==> src/logic/icd_pkg.sv <==
// Shared constants and types of the command port and SCL timing block.
package icd_pkg;

  //////////////////////////////////////////////////////////////////////////
  // Register map: byte addresses on the register port.
  localparam logic [7:0] CMD_DATA_OFFSET  = 8'h10; // Command/data port.
  localparam logic [7:0] SCL_HIGH_OFFSET  = 8'h14; // Standard high count.
  localparam logic [7:0] SCL_LOW_OFFSET   = 8'h18; // Standard low count.

  //////////////////////////////////////////////////////////////////////////
  // Field positions of the command/data port.
  localparam int DIR_BIT      = 8;  // Direction bit: 0 write, 1 read.
  localparam int BYTE_LSB     = 0;  // Lowest bit of the byte field.
  localparam int BYTE_W       = 8;  // Width of the byte field.
  localparam int COUNT_W      = 16; // Width of each SCL count field.

  // Direction encodings.
  localparam logic DIR_WRITE  = 1'h0; // Master write command.
  localparam logic DIR_READ   = 1'h1; // Master read command.

  //////////////////////////////////////////////////////////////////////////
  // Reset values and limits of the SCL counts.
  localparam logic [15:0] SCL_HIGH_RESET = 16'h0028; // High count reset.
  localparam logic [15:0] SCL_LOW_RESET  = 16'h002F; // Low count reset.
  localparam logic [15:0] SCL_HIGH_MIN   = 16'h0006; // Least high count.
  localparam logic [15:0] SCL_LOW_MIN    = 16'h0008; // Least low count.
  localparam logic [16:0] IDLE_MARGIN    = 17'h0000A; // Idle beyond high.
  localparam logic [15:0] SCL_HIGH_MAX   = 16'hFFF5; // Largest safe high.

  // One queued command: direction and byte.
  typedef struct packed {
    logic       dir;  // Read when set, write when clear.
    logic [7:0] data; // Byte to send; zero for reads.
  } icd_cmd_t;

  // Phase of the generated SCL.
  typedef enum logic {PH_HIGH, PH_LOW} icd_phase_t;

endpackage : icd_pkg

==> src/logic/icd_top.sv <==
// Command/data port and standard-speed SCL timing of the I2C controller.
//
// What this block does
// [RULE1] Master: direction 0 writes, 1 reads.
// [RULE2] Direction bit ignored for slave direction.
// [RULE3] Slave receiver ignores the direction bit.
// [RULE4] Slave transmitter sends byte of write entry.
// [RULE5] Read after general call aborts unless flag clear.
// [RULE6] Read direction after read request aborts.
// [RULE7] Read command ignores written byte field.
// [RULE8] Port read returns the received byte.
// [RULE9] Software programs counts before any transfer.
// [RULE10] Sixteen-bit high count, reset 0x0028.
// [RULE11] Sixteen-bit low count, reset 0x002F.
// [RULE12] Count writes only while controller disabled.
// [RULE13] High count below six stores six.
// [RULE14] Low count below eight stores eight.
// [RULE15] Idle flagged at high count plus ten.
// [RULE16] Narrow bus writes low byte first; here the port is 32 bits wide and takes each count in one write.
// [RULE17] Phases measured in controller clock cycles.
module icd_top (
  input  wire logic                 mclk,              // Controller clock.
  input  wire logic                 resetn,            // Async reset.
  input  wire logic                 ce,                // Clock enable.
  input  wire logic                 reg_wr,            // Register write.
  input  wire logic                 reg_rd,            // Register read.
  input  wire logic [7:0]           reg_addr,          // Byte address.
  input  wire logic [31:0]          reg_wdata,         // Write data.
  output logic      [31:0]          reg_rdata,         // Read data.
  input  wire logic                 controller_enable, // Enable bit 0.
  input  wire logic                 master_mode,       // Acting as master.
  input  wire logic                 slave_tx_mode,     // Slave transmitter.
  input  wire logic                 general_call_sent, // General call done.
  input  wire logic                 command_flag_a,    // Target bit 11.
  input  wire logic                 rd_req_seen,       // Read request seen.
  input  wire logic                 rx_valid,          // Byte received.
  input  wire logic [7:0]           rx_byte,           // Received byte.
  input  wire logic                 scl_run,           // Engine wants SCL.
  input  wire logic                 scl_in,            // SCL pin level.
  input  wire logic                 sda_in,            // SDA pin level.
  output logic                      scl_out,           // SCL output level.
  output logic                      scl_oe,            // SCL pulled low.
  output logic                      bus_idle,          // Bus idle flag.
  output logic                      cmd_valid,         // Entry pushed.
  output icd_pkg::icd_cmd_t         cmd_entry,         // Pushed entry.
  output logic                      transmit_abort_event, // Abort pulse.
  output logic                      rx_pop             // Received byte read.
);

  ////////////////////////////////////////////////////////////////////////////
  // Register decode.
  logic [15:0] std_scl_high_count; // Programmed high count.
  logic [15:0] std_scl_low_count;  // Programmed low count.
  logic [7:0]  rx_hold;            // Last byte received from the bus.

  wire sel_cmd  = reg_addr == icd_pkg::CMD_DATA_OFFSET;
  wire sel_high = reg_addr == icd_pkg::SCL_HIGH_OFFSET;
  wire sel_low  = reg_addr == icd_pkg::SCL_LOW_OFFSET;
  wire wr_cmd   = reg_wr && sel_cmd;
  // Count writes pass only while the controller is off.
  // [RULE12] enable gates writes
  wire wr_high  = reg_wr && sel_high && !controller_enable;
  wire wr_low   = reg_wr && sel_low && !controller_enable;

  wire [15:0] wr_count = reg_wdata[icd_pkg::COUNT_W-1:0];
  // [RULE13] clamp high count
  wire [15:0] next_high = (wr_count < icd_pkg::SCL_HIGH_MIN) ?
                          icd_pkg::SCL_HIGH_MIN : wr_count;
  // [RULE14] clamp low count
  wire [15:0] next_low  = (wr_count < icd_pkg::SCL_LOW_MIN) ?
                          icd_pkg::SCL_LOW_MIN : wr_count;

  // Read mux; unmapped addresses read zero, reserved bits read zero.
  // [RULE8] received byte readback
  wire [31:0] next_rdata = sel_cmd  ? {24'h000000, rx_hold} :
                           sel_high ? {16'h0000, std_scl_high_count} :
                           sel_low  ? {16'h0000, std_scl_low_count} :
                           32'h00000000;

  ////////////////////////////////////////////////////////////////////////////
  // Command classification.
  wire wr_dir = reg_wdata[icd_pkg::DIR_BIT];
  // Entry direction follows the bit only as master; as slave only write entries count.
  // [RULE1] master direction select
  // [RULE2] slave ignores direction
  wire is_read = master_mode && (wr_dir == icd_pkg::DIR_READ);
  // [RULE5] general call read abort
  wire abort_gc = master_mode && is_read && general_call_sent &&
                  command_flag_a;
  // [RULE6] read direction after request
  wire abort_rq = !master_mode && slave_tx_mode && rd_req_seen &&
                  (wr_dir == icd_pkg::DIR_READ);
  wire do_abort = wr_cmd && (abort_gc || abort_rq);
  // Slave receiver takes no entries, so its writes are dropped outright.
  // [RULE3] slave receiver ignores writes
  // [RULE4] slave transmit byte
  wire do_push  = wr_cmd && !do_abort && (master_mode || slave_tx_mode);
  // [RULE7] read drops byte field
  wire [7:0] push_byte = is_read ? 8'h00 :
                         reg_wdata[icd_pkg::BYTE_LSB +: icd_pkg::BYTE_W];

  ////////////////////////////////////////////////////////////////////////////
  // Register file and command strobe.
  always_ff @(posedge mclk or negedge resetn) begin
    if (!resetn) begin
      // [RULE10] high count reset
      std_scl_high_count   <= icd_pkg::SCL_HIGH_RESET;
      // [RULE11] low count reset
      std_scl_low_count    <= icd_pkg::SCL_LOW_RESET;
      rx_hold              <= 8'h00;
      reg_rdata            <= 32'h00000000;
      cmd_valid            <= 1'b0;
      cmd_entry            <= '0;
      transmit_abort_event <= 1'b0;
      rx_pop               <= 1'b0;
    end else if (ce) begin
      if (wr_high) begin
        std_scl_high_count <= next_high;
      end
      if (wr_low) begin
        std_scl_low_count <= next_low;
      end
      if (rx_valid) begin
        rx_hold <= rx_byte;
      end
      if (reg_rd) begin
        reg_rdata <= next_rdata;
      end
      rx_pop               <= reg_rd && sel_cmd;
      cmd_valid            <= do_push;
      transmit_abort_event <= do_abort;
      if (do_push) begin
        cmd_entry <= '{dir: is_read, data: push_byte};
      end
    end
  end

  ////////////////////////////////////////////////////////////////////////////
  // SCL phase generator: each phase lasts its count in mclk cycles.
  icd_pkg::icd_phase_t phase;     // Current SCL phase.
  logic [15:0]         phase_cnt; // Cycles spent in the phase.
  wire running = controller_enable && master_mode && scl_run;
  wire [15:0] phase_len = (phase == icd_pkg::PH_HIGH) ?
                          std_scl_high_count : std_scl_low_count;
  wire phase_done = phase_cnt >= phase_len - 16'h0001;

  // [RULE17] count phase cycles
  always_ff @(posedge mclk or negedge resetn) begin
    if (!resetn) begin
      phase     <= icd_pkg::PH_HIGH;
      phase_cnt <= 16'h0000;
      scl_out   <= 1'b1;
      scl_oe    <= 1'b0;
    end else if (ce) begin
      if (!running) begin
        // Idle: release the line and restart on a fresh high phase.
        phase     <= icd_pkg::PH_HIGH;
        phase_cnt <= 16'h0000;
        scl_out   <= 1'b1;
        scl_oe    <= 1'b0;
      end else if (phase_done) begin
        phase_cnt <= 16'h0000;
        case (phase)
          icd_pkg::PH_HIGH: begin
            phase   <= icd_pkg::PH_LOW;
            scl_out <= 1'b0;
            scl_oe  <= 1'b1;
          end
          default: begin
            phase   <= icd_pkg::PH_HIGH;
            scl_out <= 1'b1;
            scl_oe  <= 1'b0;
          end
        endcase
      end else begin
        phase_cnt <= phase_cnt + 16'h0001;
      end
    end
  end

  ////////////////////////////////////////////////////////////////////////////
  // Bus idle detection. The counter is only 16 bits wide, which is why the
  // high count must stay at or below its safe maximum: the target would
  // otherwise wrap to a small value and idle would be flagged too early.
  logic [15:0] idle_cnt; // Cycles with both lines high.
  wire [16:0] idle_sum    = {1'b0, std_scl_high_count} + icd_pkg::IDLE_MARGIN;
  wire [15:0] idle_target = idle_sum[15:0];
  wire        idle_hit    = idle_cnt == idle_target;

  // [RULE15] idle at high plus ten
  always_ff @(posedge mclk or negedge resetn) begin
    if (!resetn) begin
      idle_cnt <= 16'h0000;
      bus_idle <= 1'b0;
    end else if (ce) begin
      if (!(scl_in && sda_in)) begin
        idle_cnt <= 16'h0000;
        bus_idle <= 1'b0;
      end else if (idle_hit) begin
        bus_idle <= 1'b1;
      end else begin
        idle_cnt <= idle_cnt + 16'h0001;
      end
    end
  end
endmodule // icd_top

==> config.mk <==
export PLATFORM = sky130hd
export DESIGN_NAME = icd_top
export DESIGN_NICKNAME = d
export VERILOG_FILES = /design/src/logic/icd_pkg.sv /design/src/logic/icd_top.sv
export SDC_FILE = /design/constraint.sdc
export NUM_CORES = 1
export LEC_CHECK = 0
export ABC_AREA = 1
export CAP_MARGIN = 5
export CORE_ASPECT_RATIO = 1.1
export CORE_MARGIN = 1
export CORE_UTILIZATION = 40
export DETAILED_ROUTE_END_ITERATION = 7
export DONT_BUFFER_PORTS = 1
export PLACE_DENSITY = 0.66
export RECOVER_POWER = 50
export SLEW_MARGIN = 20
export SYNTH_ARGS = -nofsm -noshare
export SYNTH_HDL_FRONTEND = slang
export SYNTH_SLANG_ARGS = --single-unit
==> constraint.sdc <==
create_clock -name mclk -period 3.7 [get_ports mclk]
set_input_delay 0.74 -clock mclk [delete_from_list [all_inputs] [get_ports mclk]]
set_output_delay 0.74 -clock mclk [all_outputs]
set_load 0.01 [all_outputs]
==> flow_summary.yaml, run 1 <==
synth:
  synth.ff_latch_count: 103
  yosys_warnings: 0
  postSynth.topFlopCell: "dfrtp_1"
  synth-edff-count: 0
  synthMostInstantiatedCell: "nand2_1"
  synthTopCellsByCount: "nand2_1 (219), inv_1 (106), dfrtp_1 (95)"
  synth.lib_cells_used.distinct: 42
  post_synth_mux_area_share_pct: 1.390
  main_combinational_cell_family_by_area_after_synthesis: "simple AND/OR/NAND/NOR gates"
  syn_inst: 851
  synth-seq-area-share_pct: 39.93
  synth_fa_ha_area_share_pct: 3.862
  synth_area_leaders: "dfrtp_1 (37%), nand2_1 (13%), inv_1 (6.1%)"
  yosysTopAreaCellShare_pct: 36.69
  synth_compound_area_share_pct: 9.481
  synth-simple-area-share_pct: 28.13
  syn_area_um2: 6480
  synth_async_sr_flop_share_pct: 100.0
  synth_area_per_cell_um2: 7.615
  synth_area_leader_cell: "dfrtp_1"
  xor_xnor_portion_of_the_synthesized_cell_area_pct: 6.488
clock_tree:
  cts_inserted_buffers: 9
  tritoncts: "built"
  cts.root.buffer_cell: "clkbuf_16"
  latest_clock_arrival_within_the_worst_skew_pair_ns: 0.36
  clock_sink_count: 103
  htree_num_levels: 3
  cts.reportedPaths.clkPinSlew_ns: 0.08
  cts_post_setup_buffers_inserted: 0
  max_clock_buf_depth: 2
grt:
  grt_overflow: 0
  grt_pass1_wl_um: 25830
  first_global_vias: 5272
  pin_count_of_the_biggest_net_entering_global_routing: 104
  antenna_violations_before_repair: 0
  global_route.usage.total_pct: 20.25
worst_setup_path:
  cp_top_family: "simple AND/OR/NAND/NOR gates"
  crit_path_cell_trace: "buf_6 -> o21ai_0 -> nand2_1 -> nor4_4 -> nand2_1 -> xor2_1 -> ha_1 -> nand2_1 -> inv_1 -> o21ai_0 -> nand2_1 -> a21oi_1 -> nand4_1 -> nand2_1 -> inv_2 -> buf_4 -> nand2_1 -> nand2_1"
  timing.critical_path.arrival_ns: 3.56
  worstSetupPathDepth: 18
  worst_ep_required_time_ns: 3.95
  critPathLaunchType: "register"
  timing.critical_path.fanout_max: 21
  worst_path_most_repeated_cell: "nand2_1"
  crit_buf_inv: 4
  worstSetupPathType: "register to register"
  timing.reg2reg.worst_path_depth: 18
  timing.critical_path.to_type: "register"
  slowest_delay_ns: 0.49
  crit_path_top_delay_cell: "dfrtp_2"
sta:
  rsz0062_at_grt: "false"
  slew-limit-headroom_pct: 33.87
  fin_crit_ns: 3.313
  timing.clock.skew_ns: 0.01478
  timing.setup.tns_ns: 0
  tightest_slew_ns: 0.9829
  setup_ws_ns: 0.3871
  maxClockFrequency_ghz: 0.3018
  period_share_pct: 89.54
  report.final.hold_viol_count: 0
  final-max-slew-violation-count: 0
  setup_viol: 0
drt:
  postRouteAntennaNets: 0
  first_pass_iters: 4
  avgRoutedWirePerCell_um: 15.07
  drc: 0
  post_drt_via_cell_ratio: 5.090
  postRouteWirelength_um: 15810
  detailedRoute.firstIterationViolations: 288
  via_count: 5339
die:
  num_io_pins: 110
  die_h_um: 135.5
  initial_utilization_pct: 41.18
  die_area_um2: 16710
  design.core.area_um2: 15740
  rows: 48
  chipWidth_um: 123.4
power:
  power_per_cell_area_nw_per_um2: 338.9
  peakVddDrop_mv: 0.1946
  power.leakage_nw: 3.477
final_layout:
  syn_to_final_growth_pct: 6.719
  nNetsFinal: 927
  final-seq-area_um2: 2589
  utilization_pct: 43.95
  final_antenna_diode_count: 0
  fill_cells: 1602
  multi_input_area_um2: 3263
  post_route_cells_drive_above_1_share_pct: 8.598
placement:
  finalWeightedCongestion: 0.8527
  port-buffer-count: 0
  hpwl_um: 11940
  dp_worst_setup_slack_ns: 0.09123
min_path:
  min_path_type: "primary input to async pin"
flow_run:
  total_of_max_cap_violations: 0
run_status:
  outcome: "finished clean"
per-stage QoR:
stage / cells / area (um2) / hold WS, ns / total power, mW
3_3_place_gp: 1033 / 6606 / 0.4470 / 1.390
4_1_cts: 1049 / 6905 / 0.05993 / 2.367
6_report: 1049 / 6915 / 0.07408 / 2.344
5_1_grt: 1049 / 6915 / 0.04517 / 2.445
3_5_place_dp: 1033 / 6606 / 0.4473 / 1.394
2_1_floorplan: 866 / 6536 / 0.4444 / 1.367
area by class of cell:
cell class	instances	area share, %
clock inverter	5	0.6694
sequential	103	37.43
clock buffer	11	3.655
multi-input combinational	606	47.19
tap	200	3.619
inverter	112	6.079
timing repair buffer	12	1.357
sequential cells by signal (all words and copies together) (netlist names), 8 cells and up:
signal              count
rx_hold                 8
phase_cnt              16
cmd_entry               9
std_scl_high_count     16
reg_rdata              16
std_scl_low_count      16
idle_cnt               16
final timing paths:
path | from | endpoint | slack (ns)
min reg2reg | std_scl_low_count[2] | std_scl_low_count[2] | 0.49
max reg2reg | phase | phase | 0.39
min | resetn | rx_pop | 0.07
max in group asynchronous | resetn | std_scl_low_count[3] | 3.42
max | phase | phase | 0.39
min in group mclk | reg_wdata[2] | std_scl_low_count[2] | 0.49
timing repair:
item	CTS	global route
setup endpoints to repair	0	16
hold buffers	0	0
resized for setup	0	12
cells by family (layout without fill, tap and decap cells):
| kind of cell | after synthesis | after routing |
|---|---|---|
| xor+xnor | 48 | 48 |
| compound gates | 110 | 110 |
| other cells | 1 | 16 |
| flops | 103 | 103 |
| simple gates | 404 | 404 |
| buf+inv | 157 | 140 |
| fa+ha+maj | 20 | 20 |
| mux | 8 | 8 |
per-layer routing:
layer | part of all wire, % | global-route usage, %
met5 | 0 | 0
met4 | 1.8 | 7.028
met1 | 42 | 23.95
met2 | 53 | 36.13
met3 | 3.4 | 3.914
power by group:
group	switching (mW)	internal [mW]	total [mW]
Clock	0.462	0.508	0.969
Sequential	0.0369	1.17	1.20
Combinational	0.108	0.0641	0.172
Total	0.607	1.74	2.34
cells in the final DEF, fill, tap and decap left out, types with 16 or more instances in the layout:
master	count
xor2_1	36
nor2_1	67
inv_1	105
nand2_1	219
ha_1	20
nand4_1	34
o21ai_0	56
a21oi_1	17
nand3_1	45
dfrtp_1	94
conb_1	16
Power figures use the tool's default switching activity.
==> run 2: changes to the inputs <==
Settings changed: RECOVER_POWER 50 to not set.
==> flow_summary.yaml, run 2 (synthesized netlist as in run 1, its figures left out) <==
final_layout:
  syn_to_final_growth_pct: 6.951
  finish.instance_area_um2: 6930
  fill_cells: 1600
  layout_commonest_cell: "nand2_1"
  layout.cells.most_common_list: "nand2_1 (219), inv_1 (105), dfrtp_1 (94), nor2_1 (67), o21ai_0 (56)"
  final_cells: 1049
  final_antenna_diode_count: 0
  nNetsFinal: 927
  post_route_cells_drive_above_1_share_pct: 8.716
die:
  die_h_um: 135.5
  rows: 48
  die_area_um2: 16710
  chipWidth_um: 123.4
  num_io_pins: 110
  initial_utilization_pct: 41.18
  design.core.area_um2: 15740
drt:
  first_pass_iters: 4
  postRouteWirelength_um: 15800
  detailedRoute.firstIterationViolations: 287
  avgRoutedWirePerCell_um: 15.06
  post_drt_via_cell_ratio: 5.083
  via_count: 5332
  drc: 0
  postRouteAntennaNets: 0
placement:
  dpl-instance-area_um2: 6606
  finalWeightedCongestion: 0.8527
  place_inst: 1033
  dp_worst_setup_slack_ns: 0.09123
  port-buffer-count: 0
  hpwl_um: 11940
sta:
  period_share_pct: 89.25
  tightest_slew_ns: 0.6123
  setup_ws_ns: 0.3979
  final-max-slew-violation-count: 0
  fin_crit_ns: 3.302
  maxClockFrequency_ghz: 0.3028
  setup_viol: 0
  timing.setup.tns_ns: 0
  timing.clock.skew_ns: 0.01411
  rsz0062_at_grt: "false"
  report.final.hold_viol_count: 0
  slew-limit-headroom_pct: 59.03
worst_setup_path:
  crit_path_cell_trace: "buf_6 -> o21ai_0 -> nand2_1 -> nor4_4 -> nand2_1 -> xor2_1 -> ha_1 -> nand2_1 -> inv_1 -> o21ai_0 -> nand2_1 -> a21oi_1 -> nand4_1 -> nand2_1 -> inv_2 -> buf_4 -> nand2_1 -> nand2_1"
  worst_ep_required_time_ns: 3.95
  worstSetupPathType: "register to register"
  timing.critical_path.to_type: "register"
  timing.reg2reg.worst_path_depth: 18
  worst_path_most_repeated_cell: "nand2_1"
  crit_path_top_delay_cell: "dfrtp_2"
  worstSetupPathDepth: 18
  critPathLaunchType: "register"
  cp_top_family: "simple AND/OR/NAND/NOR gates"
  timing.critical_path.fanout_max: 21
  timing.critical_path.arrival_ns: 3.55
  crit_buf_inv: 4
  slowest_delay_ns: 0.49
power:
  fin_total_pwr_mw: 2.342
  power_per_cell_area_nw_per_um2: 338.0
  power.leakage_nw: 3.479
  peakVddDrop_mv: 0.1943
grt:
  first_global_vias: 5272
  global_route.usage.total_pct: 20.25
  antenna_violations_before_repair: 0
  grt_overflow: 0
  pin_count_of_the_biggest_net_entering_global_routing: 104
  grt_pass1_wl_um: 25830
clock_tree:
  max_clock_buf_depth: 2
  cts.reportedPaths.clkPinSlew_ns: 0.08
  clock_sink_count: 103
  cts_post_setup_buffers_inserted: 0
  cts.root.buffer_cell: "clkbuf_16"
  tritoncts: "built"
  htree_num_levels: 3
  latest_clock_arrival_within_the_worst_skew_pair_ns: 0.36
  cts_inserted_buffers: 9
flow_run:
  total_of_max_cap_violations: 0
run_status:
  outcome: "finished clean"
min_path:
  min_path_type: "primary input to async pin"
## run 2: area by class of cell
| class | instances | area, um2 | share of cell area (%) |
|---|---|---|---|
| multi-input cells | 606 | 3278 | 47.30 |
| flip-flops and latches | 103 | 2589 | 37.35 |
| inverters | 112 | 420.4 | 6.066 |
| clock buffers | 11 | 252.7 | 3.647 |
| well taps | 200 | 250.2 | 3.611 |
| repair buffers | 12 | 93.84 | 1.354 |
| clock inverters | 5 | 46.29 | 0.6680 |
## run 2: path summary, 6_finish.rpt
path / slack, ns / to / from
max: 0.40 / phase / phase
min: 0.07 / reg_rdata[1] / resetn
max reg2reg: 0.40 / phase / phase
min reg2reg: 0.49 / std_scl_low_count[2] / std_scl_low_count[2]
max in group asynchronous: 3.38 / std_scl_low_count[3] / resetn
min in group mclk: 0.49 / std_scl_low_count[2] / std_scl_low_count[2]
## run 2: power breakdown
part	total [mW]	leakage (nW)	switching, mW	internal, mW
clock	0.967	0.149	0.460	0.508
sequential	1.20	1.29	0.0369	1.17
combinational	0.173	2.04	0.109	0.0645
## run 2: timing repair
| action | CTS | global route |
|---|---|---|
| endpoints found under the setup margin | 0 | 16 |
| hold buffers | 0 | 0 |
| resized for setup | 0 | 12 |
## run 2: stage by stage
step | hold slack [ns] | utilization [%]
2_1_floorplan | 0.4444 | -
3_3_place_gp | 0.4470 | 41.98
3_5_place_dp | 0.4473 | 41.98
4_1_cts | 0.05993 | 43.89
5_1_grt | 0.04517 | 44.04
6_report | 0.07332 | 44.04
## run 2: routing by layer
metal / GRT usage [%] / routed length, um / vias up
met5: 0 / 0 / -
met4: 7.028 / 281 / 0
met3: 3.914 / 541 / 16
met2: 36.13 / 8319 / 78
met1: 23.95 / 6657 / 2523
li1: - / - / 2715
